===== src/power_regs_pkg.sv =====
package power_regs_pkg;

   // ------------------------------------------------------------
   // Register map
   // ------------------------------------------------------------
   localparam logic [7:0] POWER_COMMAND_ADDR      = 8'h80;
   localparam logic [7:0] BUCK_CONFIGURATION_ADDR = 8'h81;
   localparam logic [7:0] LOCK_MASK_ADDR          = 8'h83;

   // ------------------------------------------------------------
   // Reset values
   // ------------------------------------------------------------
   localparam logic [7:0] POWER_COMMAND_RESET      = 8'h00;
   localparam logic [7:0] BUCK_CONFIGURATION_RESET = 8'h00;
   localparam logic [7:0] LOCK_MASK_RESET          = 8'h00;
   localparam logic [7:0] UNMAPPED_READ_VALUE      = 8'h00;
   localparam logic [7:0] COMMAND_CLEARED          = 8'h00;

   // ------------------------------------------------------------
   // Buck configuration fields
   // ------------------------------------------------------------
   localparam int BUCK_TWO_DCM_BIT     = 7;
   localparam int BUCK_ONE_DCM_BIT     = 6;
   localparam int BUCK_THREE_VALLEY_BIT = 5;
   localparam int BUCK_TWO_VALLEY_BIT  = 4;
   localparam int BUCK_ONE_VALLEY_BIT  = 3;
   localparam int BUCK_THREE_LOWBW_BIT = 2;
   localparam int BUCK_TWO_LOWBW_BIT   = 1;
   localparam int BUCK_ONE_LOWBW_BIT   = 0;

   // ------------------------------------------------------------
   // Lock mask fields
   // ------------------------------------------------------------
   localparam int LINEAR_TWO_LOCK_BIT  = 7;
   localparam int LINEAR_ONE_LOCK_BIT  = 6;
   localparam int BUCKBOOST_LOCK_BIT   = 5;
   localparam int BOOST_LOCK_BIT       = 4;
   localparam int BUCK_THREE_LOCK_BIT  = 3;
   localparam int BUCK_TWO_LOCK_BIT    = 2;
   localparam int BUCK_ONE_LOCK_BIT    = 1;
   localparam int CHARGER_LOCK_BIT     = 0;

   // ------------------------------------------------------------
   // Command codes and seal permission
   // ------------------------------------------------------------
   localparam logic [7:0] HARD_RESET_COMMAND    = 8'hc3;
   localparam logic [7:0] SOFT_RESET_COMMAND    = 8'hd4;
   localparam logic [7:0] SEAL_MODE_COMMAND     = 8'he5;
   localparam logic [7:0] BOOT_RECOVERY_COMMAND = 8'hf6;
   localparam logic [3:0] SEAL_SETTING_FIRST    = 4'hb;
   localparam logic [3:0] SEAL_SETTING_SECOND   = 4'hc;

   // ------------------------------------------------------------
   // Command register sequencing
   // ------------------------------------------------------------
   typedef enum logic [1:0]
   {
      cmd_idle  = 2'b01,
      cmd_check = 2'b10
   } cmd_state_type;

endpackage : power_regs_pkg


===== src/power_command_decoder.sv =====
`timescale 1ns/1ps

module power_command_decoder
(
   // Clock and reset
   input  wire logic       sys_clk,
   input  wire logic       rst_n,
   // Code under validation
   input  wire logic       check,
   input  wire logic [7:0] code,
   input  wire logic [3:0] reset_behaviour_setting,
   // Command pulses
   output logic            hard_reset_req,
   output logic            soft_reset_req,
   output logic            seal_mode_req,
   output logic            boot_recovery_req,
   output logic            command_ignored
);

   // ------------------------------------------------------------
   // Code decode
   // ------------------------------------------------------------
   logic hard_reset_req_ff;
   logic soft_reset_req_ff;
   logic seal_mode_req_ff;
   logic boot_recovery_req_ff;
   logic command_ignored_ff;

   wire is_hard   = code == power_regs_pkg::HARD_RESET_COMMAND;
   wire is_soft   = code == power_regs_pkg::SOFT_RESET_COMMAND;
   wire is_seal   = code == power_regs_pkg::SEAL_MODE_COMMAND;
   wire is_boot   = code == power_regs_pkg::BOOT_RECOVERY_COMMAND;
   wire seal_ok   = (reset_behaviour_setting ==
                     power_regs_pkg::SEAL_SETTING_FIRST) |
                    (reset_behaviour_setting ==
                     power_regs_pkg::SEAL_SETTING_SECOND);
   wire seal_go   = is_seal & seal_ok;
   wire code_ok   = is_hard | is_soft | seal_go | is_boot;

   wire nxt_hard_reset_req    = check & is_hard;
   wire nxt_soft_reset_req    = check & is_soft;
   wire nxt_seal_mode_req     = check & seal_go;
   wire nxt_boot_recovery_req = check & is_boot;
   wire nxt_command_ignored   = check & ~code_ok;

   // ------------------------------------------------------------
   // Pulse registers
   // ------------------------------------------------------------
   always_ff @(posedge sys_clk or negedge rst_n)
   begin
      if (!rst_n)
      begin
         hard_reset_req_ff    <= 1'b0;
         soft_reset_req_ff    <= 1'b0;
         seal_mode_req_ff     <= 1'b0;
         boot_recovery_req_ff <= 1'b0;
         command_ignored_ff   <= 1'b0;
      end
      else
      begin
         hard_reset_req_ff    <= nxt_hard_reset_req;
         soft_reset_req_ff    <= nxt_soft_reset_req;
         seal_mode_req_ff     <= nxt_seal_mode_req;
         boot_recovery_req_ff <= nxt_boot_recovery_req;
         command_ignored_ff   <= nxt_command_ignored;
      end
   end

   assign hard_reset_req    = hard_reset_req_ff;
   assign soft_reset_req    = soft_reset_req_ff;
   assign seal_mode_req     = seal_mode_req_ff;
   assign boot_recovery_req = boot_recovery_req_ff;
   assign command_ignored   = command_ignored_ff;
endmodule : power_command_decoder


===== src/power_cmd_buck_cfg_lock_regs.sv =====
`timescale 1ns/1ps

// What this block does
// - Buck config bit 7 set forces discontinuous mode on buck two.
// - Buck config bit 6 set forces discontinuous mode on buck one.
// - Bit 5 picks buck three valley current: clear low, set high.
// - Bit 4 picks buck two valley current: clear low, set high.
// - Bit 3 picks buck one valley current: clear low, set high.
// - Bit 2 set puts buck three in low bandwidth mode.
// - Bit 1 set puts buck two in low bandwidth mode.
// - Bit 0 set puts buck one in low bandwidth mode.
// - Lock mask bit 6 set excludes linear regulator one from locking.
// - Lock mask bits 5..0 exclude buckboost, boost, bucks, charger.

module power_cmd_buck_cfg_lock_regs
(
   // Clock and reset
   input  wire logic       sys_clk,
   input  wire logic       rst_n,
   // Register port
   input  wire logic [7:0] reg_addr,
   input  wire logic       reg_wr_en,
   input  wire logic       reg_rd_en,
   input  wire logic [7:0] reg_wdata,
   output logic      [7:0] reg_rdata,
   output logic            reg_rvalid,
   // Reset configuration
   input  wire logic [3:0] reset_behaviour_setting,
   // Power commands
   output logic            hard_reset_req,
   output logic            soft_reset_req,
   output logic            seal_mode_req,
   output logic            boot_recovery_req,
   output logic            command_ignored,
   // Buck controls
   output logic            buck_two_forced_discontinuous,
   output logic            buck_one_forced_discontinuous,
   output logic            buck_three_scaling_valley_current,
   output logic            buck_two_scaling_valley_current,
   output logic            buck_one_scaling_valley_current,
   output logic            buck_three_low_bandwidth,
   output logic            buck_two_low_bandwidth,
   output logic            buck_one_low_bandwidth,
   // Lock exclusions
   output logic            linear_two_lock_exclude,
   output logic            linear_one_lock_exclude,
   output logic            buckboost_lock_exclude,
   output logic            boost_lock_exclude,
   output logic            buck_three_lock_exclude,
   output logic            buck_two_lock_exclude,
   output logic            buck_one_lock_exclude,
   output logic            charger_lock_exclude
);

   // ------------------------------------------------------------
   // Storage
   // ------------------------------------------------------------
   logic [7:0]                    power_command_ff;
   logic [7:0]                    buck_configuration_ff;
   logic [7:0]                    lock_mask_ff;
   logic [7:0]                    reg_rdata_ff;
   logic                          reg_rvalid_ff;
   power_regs_pkg::cmd_state_type cmd_state_ff;
   power_regs_pkg::cmd_state_type nxt_cmd_state;
   logic [7:0]                    nxt_power_command;

   // ------------------------------------------------------------
   // Address decode
   // ------------------------------------------------------------
   wire sel_command = reg_addr == power_regs_pkg::POWER_COMMAND_ADDR;
   wire sel_buck    = reg_addr == power_regs_pkg::BUCK_CONFIGURATION_ADDR;
   wire sel_lock    = reg_addr == power_regs_pkg::LOCK_MASK_ADDR;
   wire wr_command  = reg_wr_en & sel_command;
   wire wr_buck     = reg_wr_en & sel_buck;
   wire wr_lock     = reg_wr_en & sel_lock;
   wire checking    = cmd_state_ff == power_regs_pkg::cmd_check;

   wire [7:0] nxt_buck_configuration =
      wr_buck ? reg_wdata : buck_configuration_ff;
   wire [7:0] nxt_lock_mask =
      wr_lock ? reg_wdata : lock_mask_ff;

   // ------------------------------------------------------------
   // Read selection
   // ------------------------------------------------------------
   wire [7:0] nxt_reg_rdata =
      !reg_rd_en  ? reg_rdata_ff          :
      sel_command ? power_command_ff      :
      sel_buck    ? buck_configuration_ff :
      sel_lock    ? lock_mask_ff          :
                    power_regs_pkg::UNMAPPED_READ_VALUE;

   // ------------------------------------------------------------
   // Command register sequencing
   // ------------------------------------------------------------
   always_comb
   begin
      nxt_cmd_state     = cmd_state_ff;
      nxt_power_command = power_command_ff;
      case (cmd_state_ff)
         power_regs_pkg::cmd_idle:
         begin
            if (wr_command)
            begin
               nxt_power_command = reg_wdata;
               nxt_cmd_state     = power_regs_pkg::cmd_check;
            end
         end
         power_regs_pkg::cmd_check:
         begin
            if (wr_command)
            begin
               // A fresh write wins over the self clear
               nxt_power_command = reg_wdata;
               nxt_cmd_state     = power_regs_pkg::cmd_check;
            end
            else
            begin
               nxt_power_command = power_regs_pkg::COMMAND_CLEARED;
               nxt_cmd_state     = power_regs_pkg::cmd_idle;
            end
         end
         default:
         begin
            nxt_power_command = power_regs_pkg::COMMAND_CLEARED;
            nxt_cmd_state     = power_regs_pkg::cmd_idle;
         end
      endcase
   end

   // ------------------------------------------------------------
   // Registers
   // ------------------------------------------------------------
   always_ff @(posedge sys_clk or negedge rst_n)
   begin
      if (!rst_n)
      begin
         power_command_ff      <= power_regs_pkg::POWER_COMMAND_RESET;
         buck_configuration_ff <= power_regs_pkg::BUCK_CONFIGURATION_RESET;
         lock_mask_ff          <= power_regs_pkg::LOCK_MASK_RESET;
         cmd_state_ff          <= power_regs_pkg::cmd_idle;
      end
      else
      begin
         power_command_ff      <= nxt_power_command;
         buck_configuration_ff <= nxt_buck_configuration;
         lock_mask_ff          <= nxt_lock_mask;
         cmd_state_ff          <= nxt_cmd_state;
      end
   end

   always_ff @(posedge sys_clk or negedge rst_n)
   begin
      if (!rst_n)
      begin
         reg_rdata_ff  <= power_regs_pkg::UNMAPPED_READ_VALUE;
         reg_rvalid_ff <= 1'b0;
      end
      else
      begin
         reg_rdata_ff  <= nxt_reg_rdata;
         reg_rvalid_ff <= reg_rd_en;
      end
   end

   // ------------------------------------------------------------
   // Command validation
   // ------------------------------------------------------------
   power_command_decoder u_decoder
   (
      .sys_clk                 (sys_clk),
      .rst_n                   (rst_n),
      .check                   (checking),
      .code                    (power_command_ff),
      .reset_behaviour_setting (reset_behaviour_setting),
      .hard_reset_req          (hard_reset_req),
      .soft_reset_req          (soft_reset_req),
      .seal_mode_req           (seal_mode_req),
      .boot_recovery_req       (boot_recovery_req),
      .command_ignored         (command_ignored)
   );

   // ------------------------------------------------------------
   // Outputs
   // ------------------------------------------------------------
   assign reg_rdata  = reg_rdata_ff;
   assign reg_rvalid = reg_rvalid_ff;

   assign buck_two_forced_discontinuous =
      buck_configuration_ff[power_regs_pkg::BUCK_TWO_DCM_BIT];
   assign buck_one_forced_discontinuous =
      buck_configuration_ff[power_regs_pkg::BUCK_ONE_DCM_BIT];
   assign buck_three_scaling_valley_current =
      buck_configuration_ff[power_regs_pkg::BUCK_THREE_VALLEY_BIT];
   assign buck_two_scaling_valley_current =
      buck_configuration_ff[power_regs_pkg::BUCK_TWO_VALLEY_BIT];
   assign buck_one_scaling_valley_current =
      buck_configuration_ff[power_regs_pkg::BUCK_ONE_VALLEY_BIT];
   assign buck_three_low_bandwidth =
      buck_configuration_ff[power_regs_pkg::BUCK_THREE_LOWBW_BIT];
   assign buck_two_low_bandwidth =
      buck_configuration_ff[power_regs_pkg::BUCK_TWO_LOWBW_BIT];
   assign buck_one_low_bandwidth =
      buck_configuration_ff[power_regs_pkg::BUCK_ONE_LOWBW_BIT];

   assign linear_two_lock_exclude =
      lock_mask_ff[power_regs_pkg::LINEAR_TWO_LOCK_BIT];
   assign linear_one_lock_exclude =
      lock_mask_ff[power_regs_pkg::LINEAR_ONE_LOCK_BIT];
   assign buckboost_lock_exclude =
      lock_mask_ff[power_regs_pkg::BUCKBOOST_LOCK_BIT];
   assign boost_lock_exclude =
      lock_mask_ff[power_regs_pkg::BOOST_LOCK_BIT];
   assign buck_three_lock_exclude =
      lock_mask_ff[power_regs_pkg::BUCK_THREE_LOCK_BIT];
   assign buck_two_lock_exclude =
      lock_mask_ff[power_regs_pkg::BUCK_TWO_LOCK_BIT];
   assign buck_one_lock_exclude =
      lock_mask_ff[power_regs_pkg::BUCK_ONE_LOCK_BIT];
   assign charger_lock_exclude =
      lock_mask_ff[power_regs_pkg::CHARGER_LOCK_BIT];
endmodule : power_cmd_buck_cfg_lock_regs


===== config.mk =====
export PLATFORM = sky130hd
export DESIGN_NAME = power_cmd_buck_cfg_lock_regs
export DESIGN_NICKNAME = d
export VERILOG_FILES = /design/src/power_regs_pkg.sv /design/src/power_command_decoder.sv /design/src/power_cmd_buck_cfg_lock_regs.sv
export SDC_FILE = /design/constraint.sdc
export NUM_CORES = 1
export LEC_CHECK = 0
export BUFFER_PORTS_ARGS = -buffer_cell sky130_fd_sc_hd__clkbuf_2
export CAP_MARGIN = 20
export CORE_MARGIN = 4
export CORE_UTILIZATION = 33
export DETAILED_ROUTE_END_ITERATION = 10
export GPL_ROUTABILITY_DRIVEN = 1
export HOLD_SLACK_MARGIN = 0.1
export PLACE_DENSITY_LB_ADDON = 0.08
export SLEW_MARGIN = 10
export SYNTH_ARGS = -nofsm -noshare
export SYNTH_HDL_FRONTEND = slang
export SYNTH_SLANG_ARGS = --single-unit

===== constraint.sdc =====
create_clock -name sys_clk -period 4.1 [get_ports sys_clk]
set_input_delay 0.82 -clock sys_clk [delete_from_list [all_inputs] [get_ports sys_clk]]
set_output_delay 0.82 -clock sys_clk [all_outputs]
set_load 0.005 [all_outputs]

==> results.ini <==
[critical_path]
cp_max_fo = 11
cp_slowest_cell = dfstp_2
cp.arrival_ns = 2.41
rrSetupSlack_ns = 1.90
crit_type = flop to flop
r2r-end = power_command_ff[1]
crit_chain = ha_1 > inv_1 > a2111oi_0 > nand3_1 > o21ai_0
critPathMaxStageDelay_ns = 0.55
crit_end = power_command_ff[1]
crit_start = cmd_state_ff[0]
cp-end-kind = flop
cp-start-kind = flop
reg2reg_depth = 5
required_ns = 4.30
r2r_start = cmd_state_ff[0]

[power_and_ir_drop]
power_density_nw_per_um2 = 401.7
power.total_uw = 941.3
comb_power_share = 0.081
pwr-share-clk = 0.472
seq_power_share = 0.447
swShare = 0.2058
switching_power_uw = 193.7
peakVddDrop_uv = 171.3
p_int_uw = 747.6
power_leakage_uw = 0.001190

[floorplan]
pin_count = 54
die_area_sq_um = 6807
num_rows = 26
die_w_um = 82.51
die_height_um = 82.51
start_util = 0.3497
core_sq_um = 5238

[logic_synthesis]
syn_avg_cell_area_sq_um = 11.74
yosys-top-cells-area = dfrtp_1 53%, mux2_2 15%, inv_1 4.1%, a22oi_1 3.3%, o22ai_1 3.1%
synthArstFlopShare = 1.000
synth_top_cell_by_area = dfrtp_1
ys_seq_area_frac = 0.5471
synth_ff_type = dfrtp_1
synth.cell_area_sq_um = 1832
synthDistinctLibCells = 32
synth_fp_nets = 182
netlist.area_leader.share = 0.5328
syn_inst = 156
ys_warn_count = 0
synth_seq_cells = 40
synth_edf_count = 0

[drt]
drc_errors = 0
routedWlPerCell_um = 15.45
antenna_left = 0
route.vias.total = 1424
drt_first_pass_iters = 4
drt-initial-drc-count = 86
avgViaCountPerCell = 5.032
drt-total-wl_um = 4372

[placement]
numPortBuffers = 53
hpwl_um = 3250
place_inst = 274
globalplace.congestion = 0.7194

[timing]
final_hold_viol_count = 0
fmax_mhz = 454.0
final.setup_skew_ns = 0.002288
worst_pin_slew_ns = 0.4708
min_period_ns = 2.203
slew_headroom = 0.6852
fin_setup_tns_ns = 0
fin_crit_sh = 0.5373
rsz0062_at_grt = no
setup_viol = 0
drv_slew = 0

[global_routing]
grt_pass1_vias = 1389
grt_max_degree = 41
grt_overflow = 0
grt_first_pass_wirelength_um = 6962
antenna_found_initial = 0
grt_use_total = 0.1392

[run_status]
outcome = finished clean

[clock_tree]
cts.path.max_buffers = 2
clock_latency_ns = 0.29
cts_buffers = 5
htree_levels = 2
cts_tree = built
cts_resized = 0
clk_pin_slew_worst_paths_ns = 0.08
cts.sink_count = 40
cts_setup_buffers = 0
postCtsHoldBufs = 0
clockRootBuffer = clkbuf_8

[run]
drv_cap = 0

[layout]
antennaDiodeCount = 0
drive_above_1_share = 0.4366
fin_nets = 238
fill_cells = 498
syn_to_final_growth_pct = 27.94
final_cells = 283
multi_input_area_sq_um = 734.5
seqCellArea_sq_um = 1002

[min_path]
hold_path.class = input port to async pin

## Yosys cell counts (2+ instances only)
cell,number
a22oi_1,8
clkbuf_1,3
dfrtp_1,39
ha_1,2
inv_1,20
mux2_2,24
nand2_1,3
nand3_1,10
nand4_1,2
nand4b_1,2
nor2_1,4
nor3_1,2
o21ai_0,10
o22ai_1,9
## per-stage QoR
stage          worst slack [ns]  instance area, sq um    util  hold WS (ns)
4_1_cts                   1.874                  2323  0.4436        0.5333
6_report                  1.897                  2344  0.4474        0.3722
2_1_floorplan             2.190                  1832       -        0.4912
5_1_grt                   1.658                  2344  0.4474        0.3758
3_5_place_dp              1.690                  2165  0.4133        0.5186
3_3_place_gp              1.697                  2165  0.4133        0.5111
## state kept, by name (all words and copies together), names as in the netlist
register / cells
u_decoder.soft_reset_req: 1
power_command_ff: 8
u_decoder.boot_recovery_req: 1
lock_mask_ff: 8
reg_rdata: 8
buck_configuration_ff: 8
reg_rvalid: 1
u_decoder.hard_reset_req: 1
cmd_state_ff: 2
u_decoder.command_ignored: 1
u_decoder.seal_mode_req: 1
## power groups by stage
stage	registers, uW	clock network (uW)	logic, uW
after floorplan	425	0	37.1
after global placement	427	0	74.7
after detailed placement	428	0	76.1
after CTS	420	453	76.4
after global routing	423	472	85.9
final	420	444	76.6
## final cells by class
class	instances	share of cell area
inverter	20	0.03203
multi-input combinational	91	0.3134
timing repair buffer	54	0.1217
sequential	40	0.4277
clock inverter	3	0.03844
clock buffer	5	0.02936
tap	70	0.03737
## worst max-delay path, delay by kind of cell (launching register included)
family                     cells  cell delay [ns]
adders and majority gates      1             0.40
DFF                            1             0.55
AOI/OAI and AO/OA              2             0.72
buffers and inverters          1             0.10
and+or+nand+nor                1             0.36
## logic make-up after synthesis
logic type / count (synthesis) / share of synthesized area
flip-flops: 40 / 0.5471
AO/OA/AOI/OAI: 31 / 0.1086
adder cells (fa/ha/maj): 2 / 0.01366
multiplexers: 24 / 0.1475
buffers and inverters: 25 / 0.05191
AND/OR/NAND/NOR: 34 / 0.1312
## placed cells by master, fill, tap and decap left out, drive strengths merged, types with 2 or more instances in the layout
cell type / instances
nand3: 10
inv: 20
nand2: 3
dfrtp: 39
ha: 2
mux2: 24
clkbuf: 58
o22ai: 9
a22oi: 8
nor2: 5
nand4b: 3
nor3: 2
nand4: 3
o21ai: 10
bufinv: 3
## how the worst min path moves through the flow
stage	start	slack (ns)	endpoint	cells past startpoint
6_report	rst_n	0.37	power_command_ff[1]	1
5_1_grt	rst_n	0.38	buck_configuration_ff[5]	1
4_1_cts	reg_rdata[4]	0.53	reg_rdata[4]	2
3_5_place_dp	lock_mask_ff[0]	0.52	lock_mask_ff[0]	1
3_3_place_gp	lock_mask_ff[0]	0.51	lock_mask_ff[0]	1
2_1_floorplan	power_command_ff[3]	0.49	power_command_ff[3]	2
## layer usage
layer	global-route usage	wire (um)	up-vias
met3	0.03037	233	7
met2	0.2396	2246	38
li1	-	-	677
met1	0.1684	1824	702
met5	0	0	-
met4	0.05556	67	0
Note: power is estimated with default switching activity, not from simulation.
